--- src/core_regs_map.vh ---
// address map, field positions and vectors for the core register block
`ifndef CORE_REGS_MAP_VH
`define CORE_REGS_MAP_VH
`define ADDR_POINTER_FIRST 8'h80
`define ADDR_POINTER_SECOND 8'h81
`define ADDR_SHORT_SLOT_ONE 8'h82
`define ADDR_SHORT_SLOT_B 8'h83
`define ADDR_ROM_WINDOW_BASE 8'hc9
`define ADDR_SUM_REGISTER 8'hff
`define WINDOW_LO 8'h40
`define WINDOW_HI 8'h7f
`define WINDOW_BASE_BITS 6
`define VEC_IRQ_BASE 12'h0ff0
`define VEC_NMI 12'h0ffc
`define VEC_RESET 12'h0ffe
`define OPT_CLOCK_GUARD_EN_BIT 0
`define OPT_WATCHDOG_HW_START_BIT 1
`define OPT_TIMER_PIN_PULLUP_EN_BIT 2
`define OPT_NMI_PULL_BIT 3
`define OPT_OSC_SOURCE_SELECT_BIT 6
`define OPT_PROTECT_BIT 7
`define OPT_LVD_BIT 8
`define OPT_STOP_WITH_WATCHDOG_EN_BIT 9
`endif

--- src/option_latch.v ---
// option byte capture at reset release
`timescale 1ns/1ps
`default_nettype none
`include "core_regs_map.vh"
module option_latch (
  input wire sys_clk_i,
  input wire rst_b_i,
  input wire [15:0] opt_word_i,
  output reg [15:0] opt_q_o,
  output reg opt_valid_o
);
  // capture on the first clock after release; async reset loads constants only
  always @(posedge sys_clk_i or negedge rst_b_i) begin
    if (!rst_b_i) begin
      opt_q_o <= 16'h0000;
      opt_valid_o <= 1'b0;
    end else if (!opt_valid_o) begin
      opt_q_o <= opt_word_i;
      opt_valid_o <= 1'b1; // held until next reset
    end
  end
endmodule // option_latch
`default_nettype wire

--- src/sync2.v ---
// two flop synchroniser for a level
`timescale 1ns/1ps
`default_nettype none
module sync2 (
  input wire sys_clk_i,
  input wire rst_b_i,
  input wire d_i,
  output reg q_o
);
  reg meta_q;
  // first stage feeds only the second
  always @(posedge sys_clk_i or negedge rst_b_i) begin
    if (!rst_b_i) begin
      meta_q <= 1'b0;
      q_o <= 1'b0;
    end else begin
      meta_q <= d_i;
      q_o <= meta_q;
    end
  end
endmodule // sync2
`default_nettype wire

--- src/core_regs.v ---
// core working registers, rom window, fetch counter and option outputs
// Operation
// - window base holds six upper address bits
// - window base is write only
// - window base not cleared by reset
// - option bytes fetched at chip reset
// - options reachable only in programming mode
// - stop with watchdog needs option, nmi high
// - low supply reset only when enabled
// - protect bit blocks external program readout
// - oscillator source: crystal low, rc high
// - pull-up options for nmi and timer pins
// - watchdog start: hardware high, software low
// - clock guard enabled when bit high
// - vectors fetched from fixed top locations
// - accumulator mapped at data address ff
// - pointer registers mapped at 80, 81
// - indirect mode uses pointer register contents
// - short direct registers mapped at 82, 83
// - fetch counter twelve bits wide
// - window reads return program memory bytes
`timescale 1ns/1ps
`default_nettype none
`include "core_regs_map.vh"
module core_regs #(
  parameter PC_W = 12
) (
  input wire sys_clk_i,
  input wire rst_b_i,
  // data space access from the cpu
  input wire [7:0] d_addr_i,
  input wire d_wr_i,
  input wire d_rd_i,
  input wire [7:0] d_wdata_i,
  input wire d_indirect_i,
  input wire d_ind_sel_i,
  output reg [7:0] d_rdata_o,
  output reg [7:0] d_eff_addr_o,
  // accumulator direct update from alu
  input wire acc_load_i,
  input wire [7:0] acc_data_i,
  output reg [7:0] sum_register_o,
  // fetch counter control
  input wire pc_inc_i,
  input wire pc_load_i,
  input wire [PC_W-1:0] pc_load_addr_i,
  input wire vec_irq_i,
  input wire [1:0] vec_irq_num_i,
  input wire vec_nmi_i,
  output reg [PC_W-1:0] fetch_counter_o,
  // program memory port, shared by fetch and window reads
  output reg [PC_W-1:0] pmem_addr_o,
  input wire [7:0] pmem_data_i,
  // programming mode and option access
  input wire prog_mode_i,
  input wire [15:0] opt_word_i,
  input wire ext_read_req_i,
  output reg ext_read_en_o,
  // pins and watchdog state
  input wire nmi_pin_i,
  input wire watchdog_active_i,
  input wire stop_req_i,
  input wire low_supply_i,
  output reg stop_allow_o,
  output reg low_supply_rst_o,
  output reg stop_with_watchdog_en_o,
  output reg low_supply_reset_en_o,
  output reg osc_source_select_o,
  output reg timer_pin_pullup_en_o,
  output reg nmi_pin_pullup_en_o,
  output reg watchdog_hw_start_o,
  output reg clock_guard_en_o,
  output reg readout_protect_o
);
  reg [7:0] pointer_first_q;
  reg [7:0] pointer_second_q;
  reg [7:0] short_slot_one_q;
  reg [7:0] short_slot_b_q;
  reg [`WINDOW_BASE_BITS-1:0] rom_window_base_q;
  reg [7:0] eff_addr_d;
  reg [7:0] rdata_d;
  reg [PC_W-1:0] pc_d;
  wire [15:0] opt_q;
  wire opt_valid;
  wire nmi_pin_s;
  wire low_supply_s;

  // address equality, used across decode
  function hit;
    input [7:0] a;
    input [7:0] b;
    begin
      hit = (a == b);
    end
  endfunction

  // options are read only at reset; programming mode path is external
  option_latch u_opt (
    .sys_clk_i(sys_clk_i),
    .rst_b_i(rst_b_i),
    .opt_word_i(opt_word_i),
    .opt_q_o(opt_q),
    .opt_valid_o(opt_valid)
  );

  sync2 u_nmi_sync (
    .sys_clk_i(sys_clk_i),
    .rst_b_i(rst_b_i),
    .d_i(nmi_pin_i),
    .q_o(nmi_pin_s)
  );

  sync2 u_lvd_sync (
    .sys_clk_i(sys_clk_i),
    .rst_b_i(rst_b_i),
    .d_i(low_supply_i),
    .q_o(low_supply_s)
  );

  // indirect mode picks a pointer as the operand address
  always @* begin
    eff_addr_d = d_addr_i;
    if (d_indirect_i) begin
      eff_addr_d = d_ind_sel_i ? pointer_second_q : pointer_first_q;
    end
  end

  // working registers; no reset, contents undefined until written
  always @(posedge sys_clk_i) begin
    if (d_wr_i && hit(eff_addr_d, `ADDR_POINTER_FIRST)) begin
      pointer_first_q <= d_wdata_i;
    end
    if (d_wr_i && hit(eff_addr_d, `ADDR_POINTER_SECOND)) begin
      pointer_second_q <= d_wdata_i;
    end
    if (d_wr_i && hit(eff_addr_d, `ADDR_SHORT_SLOT_ONE)) begin
      short_slot_one_q <= d_wdata_i;
    end
    if (d_wr_i && hit(eff_addr_d, `ADDR_SHORT_SLOT_B)) begin
      short_slot_b_q <= d_wdata_i;
    end
    // top two bits dropped, not stored
    if (d_wr_i && hit(eff_addr_d, `ADDR_ROM_WINDOW_BASE)) begin
      rom_window_base_q <= d_wdata_i[`WINDOW_BASE_BITS-1:0];
    end
  end

  // accumulator: data space write beats alu load in the same cycle
  always @(posedge sys_clk_i) begin
    if (d_wr_i && hit(eff_addr_d, `ADDR_SUM_REGISTER)) begin
      sum_register_o <= d_wdata_i;
    end else if (acc_load_i) begin
      sum_register_o <= acc_data_i;
    end
  end

  // read mux; window base reads as zero since it is write only
  always @* begin
    rdata_d = 8'h00;
    if (eff_addr_d >= `WINDOW_LO && eff_addr_d <= `WINDOW_HI) begin
      rdata_d = pmem_data_i;
    end else if (hit(eff_addr_d, `ADDR_POINTER_FIRST)) begin
      rdata_d = pointer_first_q;
    end else if (hit(eff_addr_d, `ADDR_POINTER_SECOND)) begin
      rdata_d = pointer_second_q;
    end else if (hit(eff_addr_d, `ADDR_SHORT_SLOT_ONE)) begin
      rdata_d = short_slot_one_q;
    end else if (hit(eff_addr_d, `ADDR_SHORT_SLOT_B)) begin
      rdata_d = short_slot_b_q;
    end else if (hit(eff_addr_d, `ADDR_SUM_REGISTER)) begin
      rdata_d = sum_register_o;
    end else if (hit(eff_addr_d, `ADDR_ROM_WINDOW_BASE)) begin
      rdata_d = 8'h00;
    end
  end

  // program memory address: window read uses base concatenated with low six bits
  always @(posedge sys_clk_i or negedge rst_b_i) begin
    if (!rst_b_i) begin
      pmem_addr_o <= {PC_W{1'b0}};
      d_rdata_o <= 8'h00;
      d_eff_addr_o <= 8'h00;
    end else begin
      d_eff_addr_o <= eff_addr_d;
      if (d_rd_i) begin
        d_rdata_o <= rdata_d;
      end
      if (d_rd_i && eff_addr_d >= `WINDOW_LO && eff_addr_d <= `WINDOW_HI) begin
        pmem_addr_o <= {rom_window_base_q, eff_addr_d[5:0]};
      end else begin
        pmem_addr_o <= pc_d;
      end
    end
  end

  // fetch counter next value; reset vector wins, then nmi, then irq
  always @* begin
    pc_d = fetch_counter_o;
    if (vec_nmi_i) begin
      pc_d = `VEC_NMI;
    end else if (vec_irq_i) begin
      pc_d = `VEC_IRQ_BASE + {9'h000, vec_irq_num_i, 1'b0};
    end else if (pc_load_i) begin
      pc_d = pc_load_addr_i;
    end else if (pc_inc_i) begin
      pc_d = fetch_counter_o + {{(PC_W-1){1'b0}}, 1'b1};
    end
  end

  // twelve-bit counter wraps inside program space
  always @(posedge sys_clk_i or negedge rst_b_i) begin
    if (!rst_b_i) begin
      fetch_counter_o <= `VEC_RESET;
    end else begin
      fetch_counter_o <= pc_d;
    end
  end

  // option decode into registered control outputs
  always @(posedge sys_clk_i or negedge rst_b_i) begin
    if (!rst_b_i) begin
      stop_with_watchdog_en_o <= 1'b0;
      low_supply_reset_en_o <= 1'b0;
      osc_source_select_o <= 1'b0;
      timer_pin_pullup_en_o <= 1'b0;
      nmi_pin_pullup_en_o <= 1'b0;
      watchdog_hw_start_o <= 1'b0;
      clock_guard_en_o <= 1'b0;
      readout_protect_o <= 1'b1;
      ext_read_en_o <= 1'b0;
      stop_allow_o <= 1'b0;
      low_supply_rst_o <= 1'b0;
    end else begin
      stop_with_watchdog_en_o <= opt_q[`OPT_STOP_WITH_WATCHDOG_EN_BIT];
      low_supply_reset_en_o <= opt_q[`OPT_LVD_BIT];
      osc_source_select_o <= opt_q[`OPT_OSC_SOURCE_SELECT_BIT];
      timer_pin_pullup_en_o <= opt_q[`OPT_TIMER_PIN_PULLUP_EN_BIT];
      nmi_pin_pullup_en_o <= opt_q[`OPT_NMI_PULL_BIT];
      watchdog_hw_start_o <= opt_q[`OPT_WATCHDOG_HW_START_BIT];
      clock_guard_en_o <= opt_q[`OPT_CLOCK_GUARD_EN_BIT];
      // protected until options valid, avoids a readout window at startup
      readout_protect_o <= ~opt_valid | opt_q[`OPT_PROTECT_BIT];
      ext_read_en_o <= ext_read_req_i & prog_mode_i & opt_valid &
                       ~opt_q[`OPT_PROTECT_BIT];
      stop_allow_o <= stop_req_i & (~watchdog_active_i |
                      (opt_q[`OPT_STOP_WITH_WATCHDOG_EN_BIT] & nmi_pin_s));
      low_supply_rst_o <= opt_valid & opt_q[`OPT_LVD_BIT] & low_supply_s;
    end
  end
endmodule // core_regs
`default_nettype wire

--- config.mk ---
export PLATFORM = sky130hd
export DESIGN_NAME = core_regs
export DESIGN_NICKNAME = d
export VERILOG_FILES = /design/src/option_latch.v /design/src/sync2.v /design/src/core_regs.v
export VERILOG_INCLUDE_DIRS = /design/src
export SDC_FILE = /design/constraint.sdc
export NUM_CORES = 1
export LEC_CHECK = 0
export BUFFER_PORTS_ARGS = -buffer_cell sky130_fd_sc_hd__buf_4
export CORE_ASPECT_RATIO = 0.7
export CORE_UTILIZATION = 30
export CTS_BUF_LIST = sky130_fd_sc_hd__clkbuf_8
export DETAILED_ROUTE_END_ITERATION = 10
export GPL_ROUTABILITY_DRIVEN = 1
export PLACE_DENSITY = 0.62
export RECOVER_POWER = 25
export SLEW_MARGIN = 20
export SYNTH_ARGS = -nofsm -noshare
export SYNTH_HDL_FRONTEND = slang
export SYNTH_HIERARCHICAL = 1
export SYNTH_SLANG_ARGS = --single-unit
--- constraint.sdc ---
create_clock -name sys_clk_i -period 7.6 [get_ports sys_clk_i]
set_input_delay 1.14 -clock sys_clk_i [delete_from_list [all_inputs] [get_ports sys_clk_i]]
set_output_delay 1.14 -clock sys_clk_i [all_outputs]
set_load 0.01 [all_outputs]
==> results of run 1 <==
-- sequential cells by signal, indices dropped and copies added (netlist names), 6 cells and up --
signal	cells
d_eff_addr_o	8
d_rdata_o	8
fetch_counter_o	12
pmem_addr_o	12
pointer_first_q	8
pointer_second_q	8
rom_window_base_q	6
short_slot_b_q	8
short_slot_one_q	8
sum_register_o	8
u_opt/opt_q_o	8
-- final timing paths --
kind | start | endpoint | slack [ns] | cells past startpoint
setup / recovery | d_ind_sel_i | pointer_first_q[7] | 3.65 | 8
hold / removal | u_lvd_sync/meta_q | u_lvd_sync/q_o | 0.36 | 0
setup reg to reg | pointer_first_q[2] | pointer_first_q[7] | 4.28 | 7
hold reg to reg | u_lvd_sync/meta_q | u_lvd_sync/q_o | 0.36 | 0
max in group asynchronous | rst_b_i | pmem_addr_o[8] | 3.81 | 1
min in group asynchronous | rst_b_i | u_nmi_sync/q_o | 1.89 | 1
-- cells in the final DEF (no fill, tap or decap), types with 2 or more instances in the layout --
cell,n
a21oi_1,17
a221oi_1,4
a22oi_1,5
a2bb2oi_1,4
a31oi_1,5
and2_1,3
and3_1,3
buf_4,115
bufinv_16,2
clkbuf_1,9
clkbuf_4,7
clkbuf_8,9
dfrtp_1,52
dfstp_2,12
edfxtp_1,46
inv_1,7
inv_6,2
mux2_1,4
mux2_2,19
mux2i_1,15
mux4_2,3
nand2_1,30
nand2b_1,4
nand3_1,3
nand4_1,4
nor2_1,25
nor2b_1,6
nor3_1,2
o211ai_1,3
o21ai_0,14
o22ai_1,4
xnor2_1,5
xor2_1,6
-- layout make-up --
type	instances	area [um2]	area share, %
Timing Repair Buffer	131	950	16.2
Sequential cell	110	3000	51.3
Clock buffer	9	124	2.12
Tap cell	195	244	4.17
Clock inverter	7	105	1.80
Inverter	7	26.3	0.449
Multi-Input combinational cell	202	1400	23.9
-- stage by stage --
step,area [um2],utilization [%],std cells
floorplan,4530,-,334
global placement,5670,38.5,645
detailed placement,5670,38.5,645
CTS,5890,40.0,661
global route,5850,39.7,661
finish,5850,39.7,661
-- report_power, final --
group	switching (uW)	internal, uW	total, uW
registers	15.0	649	664
clock network	202	191	392
logic	73.3	73.2	147
-- routing by layer --
metal	part of all wire (%)	wire [um]	global-route usage [%]
met4	0.72	79	3.13
met5	0	0	0
met2	47	5150	22.8
met1	46	5010	20.1
met3	6.1	669	3.97
==> results.toml, run 1 <==
[sta]
finalSetupTns_ns = 0
fin_ws_ns = 3.65
min_period_over_period_pct = 52.0
slew_viol_final = 65
finClkSkew_ns = 0.0136
setup_viol = 0
fmax_mhz = 253
hold_ws_ns = 0.356
max_slew_margin_pct = -125
hold_violations = 0
rsz0062_at_grt = "false"
period_minus_slack_ns = 3.95
worst_slew_pin_slew_ns = 3.38

[layout]
fill_cells = 1422
final_net_count = 541
area_growth_pct = 29.0
post_route_cells_drive_above_1_share_pct = 38.2
num_antenna_cells = 0

[floorplan]
rows = 37
pin_count = 138
core_region_area_um2 = 14700
die_h_um = 105
die_w_um = 149
fp.dieArea_um2 = 15600
initial_core_util_pct = 30.8

[run]
drv_cap = 1

[status]
violations = "max-capacitance violations, max-slew violations"
status = "complete, but fails checks"

[route]
wire_per_inst_um = 16.5
wl_mm = 10.9
drtIter0Drc = 150
postRouteAntennaNets = 0
vias = 3059
firstDrtPassIters = 4
drc = 0
via_per_inst = 4.63

[global_routing]
grt_first_pass_wirelength_mm = 17.2
grt_max_degree = 65
grt_usage_pct = 14.6
grt_pass1_vias = 3178
antenna_found_initial = 0
grt.overflow.total = 0

[critical_path]
critPathKind = "in2reg"
crit_arrival_ns = 4.05
slowest_delay_ns = 0.87
critical_path_buf_inv_count = 3
setup.worst_path.end_class = "flop"
cp_slowest_cell = "nor4_1"
crit_family = "simple AND/OR/NAND/NOR gates"
worstPathRequired_ns = 7.70
crit_chain = "buf_4 -> mux2_2 -> mux2i_1 -> nand4_1 -> nor2_1 -> inv_1 -> nor4_1 -> buf_4"
critical_path_peak_fanout = 9
crit_top_cell = "buf_4"
critPathLaunchType = "input port"

[synthesis]
ys_warn_count = 6
synth_area_per_cell_um2 = 13.6
synth_nets = 414
synthCells = 334
synth_area_um2 = 4530

[pwr]
irDropWorstVdd_mv = 0.0816
power_density_nw_per_um2 = 206
total_power_uw = 1200
p_leak_uw = 0.00240

[clock_network]
ctsHoldBuffers = 0
clockBufferDepth = 2
cts_buffers = 9
cts_resized = 0
cts_setup_buffers = 0
clkTransAtPathRegs_ns = 0.11
cts_tree = "yes"
cts_root_buf = "clkbuf_8"
cts-htree-levels = 3
clkLatencyLatePin_ns = 0.37
cts.sinks = 110

[placement]
gp_congestion = 0.830
place_ws_ns = 3.24
io_buffers = 129
hpwl_mm = 8.38

[worst_hold_path]
hold_class = "reg2reg"
(Power assumes the default switching activity.)
==> inputs of run 2 (changes only) <==
==> constraint.sdc (replaced) <==
create_clock -name sys_clk_i -period 3.7 [get_ports sys_clk_i]
set_input_delay 0.555 -clock sys_clk_i [delete_from_list [all_inputs] [get_ports sys_clk_i]]
set_output_delay 0.555 -clock sys_clk_i [all_outputs]
set_load 0.01 [all_outputs]
==> run 2 against run 1 <==
  * Power rose by 95%
  * Non-clock buffer count rose by 9
  * Clock skew rose by 0.0019 ns
  * Critical endpoint is now pointer_first_q[1]
  * Worst setup slack got worse by 2.4 ns
  * Worst hold slack got worse by 0.045 ns
  * Combinational power rose by 110%
  * Cell count rose by 1.4%
  * Register-to-register slack got worse by 3.0 ns
  * The flow still finishes with violations (max-capacitance violations, max-slew violations)
  * Global-route usage rose by 0.072 points
  * Count of clock-buffer cells in the layout did not move
==> results.toml, run 2 (synthesis gave the netlist of run 1 again) <==
[critical_path]
critPathKind = "in2reg"
worstPathRequired_ns = 3.79
cp_slowest_cell = "mux2_2"
crit_chain = "buf_4 -> mux2_2 -> mux2i_1 -> nand4_1 -> nor2_1 -> buf_4 -> inv_1 -> nor4_1 -> buf_4"
crit_arrival_ns = 2.54
crit_top_cell = "buf_4"
critPathLaunchType = "input port"
crit_family = "multiplexers"
critical_path_buf_inv_count = 4
slowest_delay_ns = 0.37
setup.worst_path.end_class = "flop"
critical_path_peak_fanout = 9

[sta]
finClkSkew_ns = 0.0155
worst_slew_pin_slew_ns = 1.54
rsz0062_at_grt = "false"
fmax_mhz = 408
min_period_over_period_pct = 66.2
hold_violations = 0
period_minus_slack_ns = 2.45
max_slew_margin_pct = -2.53
setup_viol = 0
finalSetupTns_ns = 0
slew_viol_final = 65

[clock_network]
cts-htree-levels = 3
clkLatencyLatePin_ns = 0.38
ctsHoldBuffers = 0
cts_tree = "yes"
cts_root_buf = "clkbuf_8"
clkTransAtPathRegs_ns = 0.09
cts_buffers = 9
cts.sinks = 110
clockBufferDepth = 2
cts_setup_buffers = 0
cts_resized = 0

[worst_hold_path]
hold_class = "in2reg"

[global_routing]
grt_pass1_vias = 3210
grt.overflow.total = 0
grt_first_pass_wirelength_mm = 17.2
grt_max_degree = 65
grt_usage_pct = 14.6
antenna_found_initial = 0

[floorplan]
fp.dieArea_um2 = 15600
rows = 37
core_region_area_um2 = 14700
die_w_um = 149
initial_core_util_pct = 30.8
die_h_um = 105
pin_count = 138

[layout]
largestRegisters = "fetch_counter_o: 12 flops, pmem_addr_o: 12 flops"
num_antenna_cells = 0
fill_cells = 1404
layout_commonest_cell = "buf_4"
fin_util_pct = 39.9
layout_common_cells = "129 x buf_4, 52 x dfrtp_1, 46 x edfxtp_1"
post_route_cells_drive_above_1_share_pct = 40.0
area_growth_pct = 29.6
final_net_count = 550

[pwr]
p_sw_uw = 599
combPwrFrac_pct = 13.1
irDropWorstVdd_mv = 0.162
p_sw_share_pct = 25.6
intPower_uw = 1740
power_density_nw_per_um2 = 399
p_leak_uw = 0.00244
clkPwrFrac_pct = 28.6
seqPwrFrac_pct = 58.3

[route]
drc = 0
wl_mm = 11.1
wire_per_inst_um = 16.6
vias = 3094
postRouteAntennaNets = 0
via_per_inst = 4.62
drtIter0Drc = 139
firstDrtPassIters = 4

[run]
drv_cap = 1

[placement]
hpwl_mm = 8.56
io_buffers = 129
gp_congestion = 0.791

[status]
status = "complete, but fails checks"
violations = "max-capacitance violations, max-slew violations"
==> run 2: cell count changes in the layout (fill, tap and decap cells not counted), sizes merged <==
cell	change
clkinvlp	+1
buf	+14
clkbuf	-5
bufinv	-2
inv	+1
==> run 2: cell type report <==
type | count | area [um2] | area share [%]
clock buffers | 9 | 124 | 2.11
clock inverters | 7 | 53.8 | 0.916
inverters | 7 | 26.3 | 0.447
multi-input cells | 202 | 1410 | 24.0
flip-flops and latches | 110 | 3000 | 51.1
well taps | 195 | 244 | 4.16
repair buffers | 140 | 1020 | 17.3
==> run 2: final timing paths <==
| kind | start | to | slack (ns) | cells past startpoint |
|---|---|---|---|---|
| max | d_ind_sel_i | pointer_first_q[1] | 1.25 | 9 |
| min | nmi_pin_i | u_nmi_sync/meta_q | 0.31 | 1 |
| max reg2reg | pointer_second_q[2] | pointer_first_q[1] | 1.29 | 8 |
| min reg2reg | u_lvd_sync/meta_q | u_lvd_sync/q_o | 0.36 | 0 |
| max in group asynchronous | rst_b_i | pmem_addr_o[10] | 2.23 | 1 |
| min in group asynchronous | rst_b_i | stop_allow_o | 0.56 | 1 |
==> run 2: power by group through the flow <==
stage               registers (uW)  clock network (uW)  logic, uW
floorplan                     1400                   0        121
global route                  1370                 740        336
global placement              1390                   0        311
detailed placement            1390                   0        314
finish                        1360                 669        307
CTS                           1370                 699        315
==> run 2: routing by layer <==
layer	global-route usage, %	share of wire, %	up-vias
li1	-	-	1467
met1	19.5	45	1537
met2	23.3	48	82
met3	4.50	6.3	8
met4	3.28	0.73	0
met5	0	0	-
==> run 2: metrics by stage <==
step           worst slack (ns)  hold slack (ns)  std cells  instance area [um2]  total power [uW]
2_1_floorplan             0.620            0.259        334                 4530              1520
6_report                   1.25            0.311        670                 5870              2340
3_5_place_dp              0.844            0.336        654                 5730              1700
5_1_grt                    1.05            0.285        670                 5870              2450
4_1_cts                    1.24            0.265        670                 5900              2380
3_3_place_gp              0.877            0.334        654                 5730              1700
==> inputs of run 3 (changes only) <==
--- a/config.mk
+++ b/config.mk
@@ -12,7 +12,7 @@
 export CTS_BUF_LIST = sky130_fd_sc_hd__clkbuf_8
 export DETAILED_ROUTE_END_ITERATION = 10
 export GPL_ROUTABILITY_DRIVEN = 1
-export PLACE_DENSITY = 0.62
+export PLACE_DENSITY = 0.64
 export RECOVER_POWER = 25
 export SLEW_MARGIN = 20
 export SYNTH_ARGS = -nofsm -noshare
==> constraint.sdc (replaced) <==
create_clock -name sys_clk_i -period 2.2 [get_ports sys_clk_i]
set_input_delay 0.33 -clock sys_clk_i [delete_from_list [all_inputs] [get_ports sys_clk_i]]
set_output_delay 0.33 -clock sys_clk_i [all_outputs]
set_load 0.01 [all_outputs]
==> run 3 against run 2 <==
  * The flow still finishes with violations (max-capacitance violations, max-slew violations)
  * Worst hold slack worse by 0.24 ns
  * Sequential cell count unchanged
  * Cell count up 3.0%
  * First-iteration DRC count up 17%
  * Design area up 5.3%
  * Critical path depth up 1
  * Sequential power up 68%
  * Combinational power up 85%
  * Sequential share of layout area down 2.6 points
  * Largest power group unchanged
==> results.toml, run 3 (synthesis gave the netlist of run 1 again) <==
[clock_network]
cts_root_buf = "clkbuf_8"
ctsHoldBuffers = 0
cts_buffers = 9
clkTransAtPathRegs_ns = 0.10
clockBufferDepth = 2
cts-htree-levels = 3
clkLatencyLatePin_ns = 0.38
cts.sinks = 110
cts_tree = "yes"

[critical_path]
slowest_delay_ns = 0.43
crit_family = "buffers and inverters"
crit_cells = 10
reg2reg_depth = 10
critical_path_buf_inv_count = 4
cp_slowest_cell = "edfxtp_1"
r2r_start = "pointer_second_q[2]"
setup.worst_path.end_class = "flop"
crit_chain = "mux2_2 -> mux2i_1 -> buf_4 -> nand2b_4 -> nor4_4 -> buf_6 -> buf_4 -> a221oi_2 -> buf_4 -> nor2_1"
r2r_end = "d_rdata_o[4]"
critPathKind = "reg2reg"
crit_arrival_ns = 2.36
critPathLaunchType = "flop"
worstPathRequired_ns = 2.47
critical_path_peak_fanout = 8
crit_top_cell = "buf_4"
r2r_setup_slack_ns = 0.11

[layout]
area_growth_pct = 36.5
final_net_count = 570
layout_common_cells = "145 x buf_4, 52 x dfrtp_1, 46 x edfxtp_1"
stdcell_count = 690
layout_commonest_cell = "buf_4"
post_route_cells_drive_above_1_share_pct = 46.7
largestRegisters = "fetch_counter_o: 12 flops, pmem_addr_o: 12 flops"
num_antenna_cells = 0

[pwr]
combPwrFrac_pct = 13.9
clkPwrFrac_pct = 30.2
seqPwrFrac_pct = 56.0
total_power_uw = 4100
p_sw_share_pct = 24.9
p_leak_uw = 0.00258
power_density_nw_per_um2 = 663
intPower_uw = 3080
irDropWorstVdd_mv = 0.288
p_sw_uw = 1020

[route]
drc = 0
vias = 3207
via_per_inst = 4.65
postRouteAntennaNets = 0
drtIter0Drc = 163
wire_per_inst_um = 16.7
wl_mm = 11.5
firstDrtPassIters = 4

[run]
drv_cap = 1

[sta]
fin_ws_ns = 0.114
min_period_over_period_pct = 94.8
fmax_mhz = 479
finClkSkew_ns = 0.00915
slew_viol_final = 65
max_slew_margin_pct = -5.09
hold_violations = 0
rsz0062_at_grt = "false"
worst_slew_pin_slew_ns = 1.58
setup_viol = 0
period_minus_slack_ns = 2.09

[worst_hold_path]
hold_class = "in2reg"
holdPathEnd = "u_nmi_sync/meta_q"
hold_start = "nmi_pin_i"
whs_path_depth = 1

[floorplan]
pin_count = 138
rows = 37
initial_core_util_pct = 30.8
die_h_um = 105
core_region_area_um2 = 14700
fp.dieArea_um2 = 15600
die_w_um = 149

[status]
status = "complete, but fails checks"
violations = "max-capacitance violations, max-slew violations"

[global_routing]
grt.overflow.total = 0
antenna_found_initial = 0
grt_max_degree = 65
grt_pass1_vias = 3318
grt_first_pass_wirelength_mm = 17.4
grt_usage_pct = 15.0

[placement]
place_ws_ns = -0.136
place_inst = 671
io_buffers = 129
hpwl_mm = 8.90
gp_congestion = 0.816
run 3: per-stage QoR:
| stage | hold slack, ns | instance area (um2) | util (%) | setup TNS [ns] |
|---|---|---|---|---|
| after global routing | 0.0509 | 6180 | 42.0 | 0 |
| final | 0.0748 | 6180 | 42.0 | 0 |
| after floorplan | 0.0344 | 4600 | - | -3.02 |
| after detailed placement | 0.346 | 5930 | 40.3 | -4.86 |
| after global placement | 0.334 | 5930 | 40.3 | -2.79 |
| after CTS | 0.0324 | 6130 | 41.7 | 0 |
run 3: area by class of cell:
cell class              count  area (um2)
clock buffers               9         124
clock inverters             7        82.6
fillers                  1382        8540
inverters                   7        28.8
multi-input cells         203        1530
flip-flops and latches    110        3000
well taps                 195         244
repair buffers            159        1180
run 3: per-layer routing:
| metal | GRT usage (%) | routed length [um] | up-vias |
|---|---|---|---|
| li1 | - | - | 1506 |
| met4 | 4.01 | 128 | 0 |
| met5 | 0 | 0 | - |
| met2 | 24.0 | 5280 | 95 |
| met1 | 19.7 | 5280 | 1595 |
| met3 | 4.54 | 843 | 11 |
run 3: power by group through the flow:
stage               registers [uW]  clock network [uW]  logic (uW)
finish                        2290                1240         569
global placement              2330                   0         562
floorplan                     2360                   0         214
CTS                           2300                1290         571
detailed placement            2340                   0         569
global route                  2310                1360         621
run 3: timing repair:
| item | 4_1_cts | 5_1_grt |
|---|---|---|
| buffers inserted | 0 | 2 |
| setup endpoints to repair | 0 | 46 |
| gates resized for setup | 0 | 15 |
run 3: worst max path at each step:
| stage | start | endpoint | slack, ns |
|---|---|---|---|
| detailed placement | d_ind_sel_i | short_slot_b_q[6] | -0.14 |
| floorplan | d_ind_sel_i | pointer_first_q[0] | -0.12 |
| finish | pointer_second_q[2] | d_rdata_o[4] | 0.11 |
| global placement | d_ind_sel_i | short_slot_b_q[4] | -0.09 |
| global route | pointer_second_q[2] | d_rdata_o[4] | 0.02 |
| CTS | pointer_second_q[6] | short_slot_b_q[1] | 0.01 |
